### config.mk
export PLATFORM = sky130hd
export DESIGN_NAME = slpd_top
export DESIGN_NICKNAME = d
export VERILOG_FILES = /design/src/design/slpd_top.v
export VERILOG_INCLUDE_DIRS = /design/src /design/src/design
export SDC_FILE = /design/constraint.sdc
export NUM_CORES = 2
export LEC_CHECK = 0
export BUFFER_PORTS_ARGS = -buffer_cell sky130_fd_sc_hd__buf_2
export CAP_MARGIN = 40
export CORE_MARGIN = 8
export CORE_UTILIZATION = 55
export CTS_CLUSTER_SIZE = 10
export DETAILED_ROUTE_END_ITERATION = 7
export GPL_TIMING_DRIVEN = 0
export PLACE_DENSITY = 0.73
export SYNTH_ARGS = -nofsm -noshare
export SYNTH_HDL_FRONTEND = slang
export SYNTH_SLANG_ARGS = --single-unit
### constraint.sdc
create_clock -name ref_clk -period 15.36 [get_ports ref_clk]
set_input_delay 2.304 -clock ref_clk [delete_from_list [all_inputs] [get_ports ref_clk]]
set_output_delay 2.304 -clock ref_clk [all_outputs]
set_load 0.005 [all_outputs]
### src/design/slpd_defines.vh
// Operation
// - Empty flag per logical lane, read only
// - Full flag per logical lane, read only
// - Sync error at multiframe end after errors
// - Sync outputs low for programmed duration
// - Lane checker runs only when enabled
// - Source field selects reported lane count
// - Pattern field selects PRBS7, 15 or 31
// - Run bit starts and stops the test
// - Hold-reset bit clears checker and counters
// - 24-bit threshold from three bytes, reset zero
// - Selected lane count as three bytes
// - Pass bit while count below threshold
`ifndef SLPD_DEFINES_VH
`define SLPD_DEFINES_VH

`define SLPD_ADDR_W          12
`define SLPD_OFS_FIFO_FULL   12'h30C
`define SLPD_OFS_FIFO_EMPTY  12'h30D
`define SLPD_OFS_SYNC_CTRL   12'h312
`define SLPD_OFS_SERDES      12'h314
`define SLPD_OFS_BERT_EN     12'h315
`define SLPD_OFS_BERT_CTRL   12'h316
`define SLPD_OFS_THR_LO      12'h317
`define SLPD_OFS_THR_MID     12'h318
`define SLPD_OFS_THR_HI      12'h319
`define SLPD_OFS_CNT_LO      12'h31A
`define SLPD_OFS_CNT_MID     12'h31B
`define SLPD_OFS_CNT_HI      12'h31C
`define SLPD_OFS_PASS        12'h31D

`define SLPD_RST_ZERO        8'h00
`define SLPD_RST_PASS        8'hFF
`define SLPD_RST_SYNC_CTRL   8'h00

`define SLPD_SYNC_DUR_HI     5
`define SLPD_SYNC_DUR_LO     4
`define SLPD_CTRL_SRC_HI     6
`define SLPD_CTRL_SRC_LO     4
`define SLPD_CTRL_PAT_HI     3
`define SLPD_CTRL_PAT_LO     2
`define SLPD_CTRL_RUN        1
`define SLPD_CTRL_HOLD       0
`define SLPD_CTRL_WMASK      8'h7F

`define SLPD_DUR_HALF        2'h0
`define SLPD_DUR_ONE         2'h1
`define SLPD_LEN_HALF        3'h1
`define SLPD_LEN_ONE         3'h2
`define SLPD_LEN_TWO         3'h4

`define SLPD_PAT_7           2'h0
`define SLPD_PAT_15          2'h1
`define SLPD_PAT_31          2'h2
`define SLPD_TAP7_A          6
`define SLPD_TAP7_B          5
`define SLPD_TAP15_A         14
`define SLPD_TAP15_B         13
`define SLPD_TAP31_A         30
`define SLPD_TAP31_B         27

`define SLPD_HIST_W          31
`define SLPD_CNT_W           24
`define SLPD_CNT_MAX         24'hFFFFFF
`define SLPD_FILL_W          6
`define SLPD_FILL_FULL       6'h1F
`define SLPD_SYNC_IDLE       2'h3

`endif

### src/design/slpd_top.v
`timescale 1ns/100ps
`default_nettype none
`include "slpd_defines.vh"

module slpd_top
#(
  parameter LANES     = 8,
  parameter LANE_BITS = 8
)
(
  input  wire                         ref_clk,
  input  wire                         srst,
  input  wire [`SLPD_ADDR_W-1:0]      reg_addr,
  input  wire [7:0]                   reg_wdata,
  input  wire                         reg_write,
  input  wire                         reg_read,
  output reg  [7:0]                   reg_rdata,
  input  wire [LANES-1:0]             lane_fifo_empty,
  input  wire [LANES-1:0]             lane_fifo_full,
  input  wire [LANES-1:0]             lane_disp_err,
  input  wire [LANES-1:0]             lane_nit_err,
  input  wire [LANES-1:0]             lane_unexp_ctrl_err,
  input  wire                         multiframe_end,
  input  wire [LANES*LANE_BITS-1:0]   serial_lane_input,
  input  wire [LANES-1:0]             serial_lane_valid,
  output reg  [1:0]                   link_sync_output_n,
  output reg  [7:0]                   serdes_setup_value
);

  reg  [7:0]              fifo_empty_q;
  reg  [7:0]              fifo_full_q;
  reg  [7:0]              sync_ctrl;
  reg  [7:0]              bert_en;
  reg  [7:0]              bert_ctrl;
  reg  [`SLPD_CNT_W-1:0]  bert_error_limit;
  reg                     mf_err_seen;
  reg  [2:0]              sync_left;
  reg  [2:0]              next_sync_len;
  reg  [`SLPD_CNT_W-1:0]  sel_tally;
  reg  [7:0]              next_rdata;

  wire [1:0]              sync_error_pulse_length;
  wire [2:0]              bert_count_lane_select;
  wire [1:0]              bert_pattern_select;
  wire                    bert_run;
  wire                    bert_hold_reset;
  wire [7:0]              lane_bert_enable_bits;
  wire [7:0]              bert_lane_ok_bits;
  wire                    any_char_err;
  wire [LANES*`SLPD_CNT_W-1:0] tally_flat;

  assign sync_error_pulse_length = sync_ctrl[`SLPD_SYNC_DUR_HI:`SLPD_SYNC_DUR_LO];
  assign bert_count_lane_select  = bert_ctrl[`SLPD_CTRL_SRC_HI:`SLPD_CTRL_SRC_LO];
  assign bert_pattern_select     = bert_ctrl[`SLPD_CTRL_PAT_HI:`SLPD_CTRL_PAT_LO];
  assign bert_run                = bert_ctrl[`SLPD_CTRL_RUN];
  assign bert_hold_reset         = bert_ctrl[`SLPD_CTRL_HOLD];
  assign lane_bert_enable_bits   = bert_en;
  assign any_char_err = |(lane_disp_err | lane_nit_err | lane_unexp_ctrl_err);

  // Feedback bit predicted from the received history
  function prbs_tap;
    input [`SLPD_HIST_W-1:0] h;
    input [1:0]              p;
    begin
      case (p)
        `SLPD_PAT_15: prbs_tap = h[`SLPD_TAP15_A] ^ h[`SLPD_TAP15_B];
        `SLPD_PAT_31: prbs_tap = h[`SLPD_TAP31_A] ^ h[`SLPD_TAP31_B];
        default:      prbs_tap = h[`SLPD_TAP7_A] ^ h[`SLPD_TAP7_B];
      endcase
    end
  endfunction

  // Count of mismatched bits in one word, oldest bit in bit 0
  function [7:0] prbs_errs;
    input [`SLPD_HIST_W-1:0] h;
    input [LANE_BITS-1:0]    d;
    input [1:0]              p;
    integer                  i;
    reg   [`SLPD_HIST_W-1:0] hh;
    begin
      hh        = h;
      prbs_errs = 8'h00;
      for (i = 0; i < LANE_BITS; i = i + 1)
      begin
        prbs_errs = prbs_errs + {7'h00, d[i] ^ prbs_tap(hh, p)};
        hh        = {hh[`SLPD_HIST_W-2:0], d[i]};
      end
    end
  endfunction

  // History after shifting in one word
  function [`SLPD_HIST_W-1:0] prbs_hist;
    input [`SLPD_HIST_W-1:0] h;
    input [LANE_BITS-1:0]    d;
    integer                  i;
    reg   [`SLPD_HIST_W-1:0] hh;
    begin
      hh = h;
      for (i = 0; i < LANE_BITS; i = i + 1)
      begin
        hh = {hh[`SLPD_HIST_W-2:0], d[i]};
      end
      prbs_hist = hh;
    end
  endfunction

  genvar g;
  generate
    for (g = 0; g < LANES; g = g + 1)
    begin : lane
      reg  [`SLPD_HIST_W-1:0] hist;
      reg  [`SLPD_FILL_W-1:0] fill;
      reg  [`SLPD_CNT_W-1:0]  bert_error_tally;
      wire [LANE_BITS-1:0]    word;
      wire                    active;
      wire [7:0]              errs;
      wire [`SLPD_CNT_W:0]    sum;
      reg                     ok;

      assign word = serial_lane_input[g*LANE_BITS +: LANE_BITS];
      assign active = lane_bert_enable_bits[g] & bert_run & serial_lane_valid[g];
      assign errs = prbs_errs(hist, word, bert_pattern_select);
      assign sum  = {1'b0, bert_error_tally} + {{(`SLPD_CNT_W-7){1'b0}}, errs};
      assign tally_flat[g*`SLPD_CNT_W +: `SLPD_CNT_W] = bert_error_tally;
      assign bert_lane_ok_bits[g] = ok;

      always @(posedge ref_clk)
      begin
        if (srst || bert_hold_reset)
        begin
          hist             <= {`SLPD_HIST_W{1'b0}};
          fill             <= {`SLPD_FILL_W{1'b0}};
          bert_error_tally <= {`SLPD_CNT_W{1'b0}};
        end
        else if (active)
        begin
          hist <= prbs_hist(hist, word);
          // Self-synchronising check is blind until history is full
          if (fill < `SLPD_FILL_FULL)
          begin
            fill <= fill + LANE_BITS[`SLPD_FILL_W-1:0];
          end
          else if (sum[`SLPD_CNT_W])
          begin
            bert_error_tally <= `SLPD_CNT_MAX;
          end
          else
          begin
            bert_error_tally <= sum[`SLPD_CNT_W-1:0];
          end
        end
      end

      always @(posedge ref_clk)
      begin
        if (srst || bert_hold_reset)
        begin
          ok <= 1'b1;
        end
        else
        begin
          ok <= (bert_error_tally < bert_error_limit);
        end
      end
    end
  endgenerate

  always @*
  begin
    sel_tally = tally_flat[bert_count_lane_select*`SLPD_CNT_W +: `SLPD_CNT_W];
  end

  // Register writes, one process per register
  always @(posedge ref_clk)
  begin
    if (srst)
    begin
      sync_ctrl <= `SLPD_RST_SYNC_CTRL;
    end
    else if (reg_write && (reg_addr == `SLPD_OFS_SYNC_CTRL))
    begin
      sync_ctrl <= reg_wdata;
    end
  end

  always @(posedge ref_clk)
  begin
    if (srst)
    begin
      serdes_setup_value <= `SLPD_RST_ZERO;
    end
    else if (reg_write && (reg_addr == `SLPD_OFS_SERDES))
    begin
      serdes_setup_value <= reg_wdata;
    end
  end

  always @(posedge ref_clk)
  begin
    if (srst)
    begin
      bert_en <= `SLPD_RST_ZERO;
    end
    else if (reg_write && (reg_addr == `SLPD_OFS_BERT_EN))
    begin
      bert_en <= reg_wdata;
    end
  end

  // Reserved bit 7 is never stored
  always @(posedge ref_clk)
  begin
    if (srst)
    begin
      bert_ctrl <= `SLPD_RST_ZERO;
    end
    else if (reg_write && (reg_addr == `SLPD_OFS_BERT_CTRL))
    begin
      bert_ctrl <= reg_wdata & `SLPD_CTRL_WMASK;
    end
  end

  always @(posedge ref_clk)
  begin
    if (srst)
    begin
      bert_error_limit <= {`SLPD_CNT_W{1'b0}};
    end
    else if (reg_write)
    begin
      case (reg_addr)
        `SLPD_OFS_THR_LO:  bert_error_limit[7:0]   <= reg_wdata;
        `SLPD_OFS_THR_MID: bert_error_limit[15:8]  <= reg_wdata;
        `SLPD_OFS_THR_HI:  bert_error_limit[23:16] <= reg_wdata;
        default:           bert_error_limit        <= bert_error_limit;
      endcase
    end
  end

  // Flags are sampled so the read path sees a stable copy
  always @(posedge ref_clk)
  begin
    if (srst)
    begin
      fifo_empty_q <= `SLPD_RST_ZERO;
      fifo_full_q  <= `SLPD_RST_ZERO;
    end
    else
    begin
      fifo_empty_q <= lane_fifo_empty;
      fifo_full_q  <= lane_fifo_full;
    end
  end

  always @*
  begin
    case (reg_addr)
      `SLPD_OFS_FIFO_FULL:  next_rdata = fifo_full_q;
      `SLPD_OFS_FIFO_EMPTY: next_rdata = fifo_empty_q;
      `SLPD_OFS_SYNC_CTRL:  next_rdata = sync_ctrl;
      `SLPD_OFS_SERDES:     next_rdata = serdes_setup_value;
      `SLPD_OFS_BERT_EN:    next_rdata = bert_en;
      `SLPD_OFS_BERT_CTRL:  next_rdata = bert_ctrl;
      `SLPD_OFS_THR_LO:     next_rdata = bert_error_limit[7:0];
      `SLPD_OFS_THR_MID:    next_rdata = bert_error_limit[15:8];
      `SLPD_OFS_THR_HI:     next_rdata = bert_error_limit[23:16];
      `SLPD_OFS_CNT_LO:     next_rdata = sel_tally[7:0];
      `SLPD_OFS_CNT_MID:    next_rdata = sel_tally[15:8];
      `SLPD_OFS_CNT_HI:     next_rdata = sel_tally[23:16];
      `SLPD_OFS_PASS:       next_rdata = bert_lane_ok_bits;
      default:              next_rdata = `SLPD_RST_ZERO;
    endcase
  end

  always @(posedge ref_clk)
  begin
    if (srst)
    begin
      reg_rdata <= `SLPD_RST_ZERO;
    end
    else if (reg_read)
    begin
      reg_rdata <= next_rdata;
    end
  end

  // Half a parallel clock is one ref_clk cycle; code 3 behaves as code 2
  always @*
  begin
    case (sync_error_pulse_length)
      `SLPD_DUR_HALF: next_sync_len = `SLPD_LEN_HALF;
      `SLPD_DUR_ONE:  next_sync_len = `SLPD_LEN_ONE;
      default:        next_sync_len = `SLPD_LEN_TWO;
    endcase
  end

  always @(posedge ref_clk)
  begin
    if (srst)
    begin
      mf_err_seen        <= 1'b0;
      sync_left          <= 3'h0;
      link_sync_output_n <= `SLPD_SYNC_IDLE;
    end
    else
    begin
      // Errors in the closing cycle still count
      if (multiframe_end)
      begin
        mf_err_seen <= 1'b0;
      end
      else if (any_char_err)
      begin
        mf_err_seen <= 1'b1;
      end
      if (multiframe_end && (mf_err_seen || any_char_err))
      begin
        sync_left          <= next_sync_len - 3'h1;
        link_sync_output_n <= 2'h0;
      end
      else if (sync_left != 3'h0)
      begin
        sync_left <= sync_left - 3'h1;
      end
      else
      begin
        link_sync_output_n <= `SLPD_SYNC_IDLE;
      end
    end
  end

endmodule
`default_nettype wire

==> flow_summary.ini <==
[synth]
synth_cells = 3826
synth.distinct_cells = 80
synth-async-reset-ratio = 0
synth_edf_count = 0
yosysWarnings = 0
synth_seq_area_share = 0.3391
synthFlopType = dfxtp_1
syn_avg_cell_area_sq_um = 8.580
synth_area_sq_mm = 0.03283
mappedNetlistNets = 4246
ys_seq_elements = 556

[setup_path]
timing.rr.end = lane[0].bert_error_tally[18]
r2r_slack_ps = 8660
critical_path.top_delay_family = adder cells
cp-start-kind = flop
worst_r2r_path_depth = 19
path_cells = ha_1 > clkbuf_1 > buf_1 > a221oi_1 > a21oi_1 > xor2_1 > fa_1 > fa_1 > inv_1 > fa_1 > fa_1 > inv_1 > fa_1 > a21o_1 > a21oi_1 > nor3_2 > nand3_1 > clkbuf_1 > a21oi_1
crit_fanout = 10
r2r_start = bert_ctrl[2]
path_common_cell = fa_1
cp.required_ps = 15880
slowest_stage = buf_1
end_kind = flop
slowest_delay_ps = 750
critPathArrivalTime_ps = 7230
critical_path_class = flop to flop
crit_buf_inv = 5

[detailed_routing]
antenna_left = 0
vias_per_cell = 6.216
dr.pass1.iters = 8
drc = 0
avgRoutedWirePerCell_um = 22.21
drt_iter0_drc = 3004
vias = 30192
drt-total-wl_um = 107900

[final_layout]
nets = 4478
mostFrequentLayoutCell = nand2_1
drive_above_1_share = 0.09750
final_cells = 4857
final_cell_mix = nand2_1, a21oi_1, dfxtp_1
area_growth_pct = 11.58

[worst_hold_path]
hold_start = lane[5].hist[15]
whs_path_depth = 2
hold_class = flop to flop
whs_endpoint = lane[5].hist[23]

[clock_tree]
post_cts_resized = 0
ctsLongestPathBuffers = 3
clkTransAtPathRegs_ps = 50
ctsHtreeMaxLevel = 3
cts_sinks = 556
cts_buffers = 68
clk_latency_ps = 620
hold_buffers = 0
cts-root-buf = clkbuf_16
cts_tree = yes
postCtsSetupRepairBufs = 0

[floorplanning]
initial_core_util = 0.5562
io_pins = 155
die_h_um = 260.3
coreArea_sq_mm = 0.05902
die-area_sq_mm = 0.06776
die_w_um = 260.3
rows = 89

[power]
power_leakage_nw = 14.57
p_per_area_mw_per_mm2 = 86.68
peakVddDrop_uv = 78.59

[timing]
fin_crit_sh = 0.4364
skew_ps = 18.51
fin_setup_tns_ps = 0
setup_violations = 0
finalHoldViolCount = 0
period_minus_slack_ps = 6704
max_freq_mhz = 149.2
relSlewSlack = 0.3902
maxSlewViolCount = 0
tightest_slew_ps = 907.2
grt_setup_unrepaired = no

[global_routing]
grt_max_degree = 11
grt_overflow = 0
grt_pass1_wl_um = 164600
grt_pass1_vias = 28288
grt.total_usage = 0.3086
grt_antenna_before_repair = 3

[run_status]
status = completed

[flow_run]
cap_viol_max_count = 0

[place]
port_buffers = 151
dp_hpwl_um = 82040
place_congestion = 1.050
dp_cells = 4761
cell families (layout without fill, tap and decap cells):
family / count (synthesis) / in the layout / synth area share
and+or+nand+nor: 1228 / 1228 / 0.1755
xor gates and xnor gates: 376 / 376 / 0.1003
buffers and inverters: 280 / 536 / 0.03434
DFF: 556 / 556 / 0.3391
adders and majority gates: 283 / 283 / 0.1170
other: 0 / 2 / 0
AOI/OAI and AO/OA: 1005 / 1005 / 0.1846
muxes: 98 / 98 / 0.04917
sequential cells by signal, summed over array words and instances, names as in the netlist, 24 cells and up:
register and flops:
lane.fill 24, lane.hist 248, lane.bert_error_tally 192, bert_error_limit 24
final cells by class:
class                      instances  area, sq um
timing repair buffer             162        883.3
inverter                          79        296.5
antenna                            2        5.005
clock buffer                      85         1838
tap                              773        967.2
clock inverter                     9        107.6
buffer                           201        830.8
multi-input combinational       2990        20570
fill                            5187        22390
sequential                       556        11130
where the power goes:
part           switching (mW)  internal (mW)  total [mW]
Clock                   0.628          0.852        1.48
Combinational           0.152         0.0931       0.245
Sequential            0.00245           1.45        1.45
per-stage QoR:
stage	area [sq um]	power [mW]	hold WS, ps	utilization	worst slack, ps
final	36630	3.175	446.4	0.6206	8656
after global routing	36630	3.264	467.4	0.6206	8338
after CTS	36630	3.179	445.4	0.6206	8819
after detailed placement	34680	1.721	443.1	0.5876	8549
after global placement	34550	1.713	440.7	0.5854	8608
after floorplan	32830	1.623	432.1	-	9372
cells in the mapped netlist, types with 7 or more instances:
cell type / n / area share
a21oi_1: 580 / 0.088
a22oi_1: 14 / 0.0032
xor2_1: 229 / 0.061
nor2b_1: 30 / 0.0057
o211ai_1: 18 / 0.0041
nand2b_1: 20 / 0.0038
o21ai_0: 101 / 0.015
o2111ai_1: 13 / 0.0035
a311oi_1: 11 / 0.0029
a211oi_1: 28 / 0.0064
buf_1: 14 / 0.0016
dfxtp_1: 556 / 0.34
ha_1: 243 / 0.093
o211a_1: 9 / 0.0027
o21a_1: 12 / 0.0027
nor3_1: 54 / 0.0082
or2_2: 7 / 0.0013
clkbuf_1: 154 / 0.018
buf_4: 9 / 0.0021
or3_1: 12 / 0.0023
nor2_1: 124 / 0.014
and3_1: 50 / 0.0095
nand2_1: 685 / 0.078
mux4_2: 48 / 0.033
a31oi_1: 41 / 0.0078
nor4_2: 8 / 0.0030
buf_2: 20 / 0.0030
xnor2_1: 147 / 0.039
mux2_2: 26 / 0.0089
a2111oi_0: 7 / 0.0019
a221oi_1: 69 / 0.018
mux2i_1: 24 / 0.0073
a21o_1: 43 / 0.0098
nand3_1: 83 / 0.013
and4_1: 16 / 0.0043
nand4_1: 54 / 0.010
and2_1: 19 / 0.0036
fa_1: 40 / 0.024
nor4_1: 22 / 0.0042
inv_1: 79 / 0.0090
worst max-delay path by stage:
stage	depth (start not counted)	start	endpoint	slack, ps
2_1_floorplan	14	serial_lane_input[16]	lane[2].bert_error_tally[11]	9370
3_3_place_gp	15	serial_lane_input[16]	lane[2].bert_error_tally[21]	8610
3_5_place_dp	15	serial_lane_input[56]	lane[7].bert_error_tally[15]	8550
4_1_cts	19	bert_ctrl[3]	lane[0].bert_error_tally[0]	8820
5_1_grt	20	bert_ctrl[2]	lane[2].bert_error_tally[17]	8340
6_report	19	bert_ctrl[2]	lane[0].bert_error_tally[18]	8660
metal layers:
layer  part of all wire  up-vias  GRT usage
li1                   -    14145          -
met1               0.42    14323     0.4091
met2               0.44     1427     0.4796
met3              0.091      295    0.06007
met4              0.054        2     0.1503
met5            0.00012        -          0
worst min-delay path, stage by stage, from the launching register on:
cell and delay (ps):
dfxtp_1 300, nand2_1 50, a21oi_1 50
(Power assumes the default switching activity.)
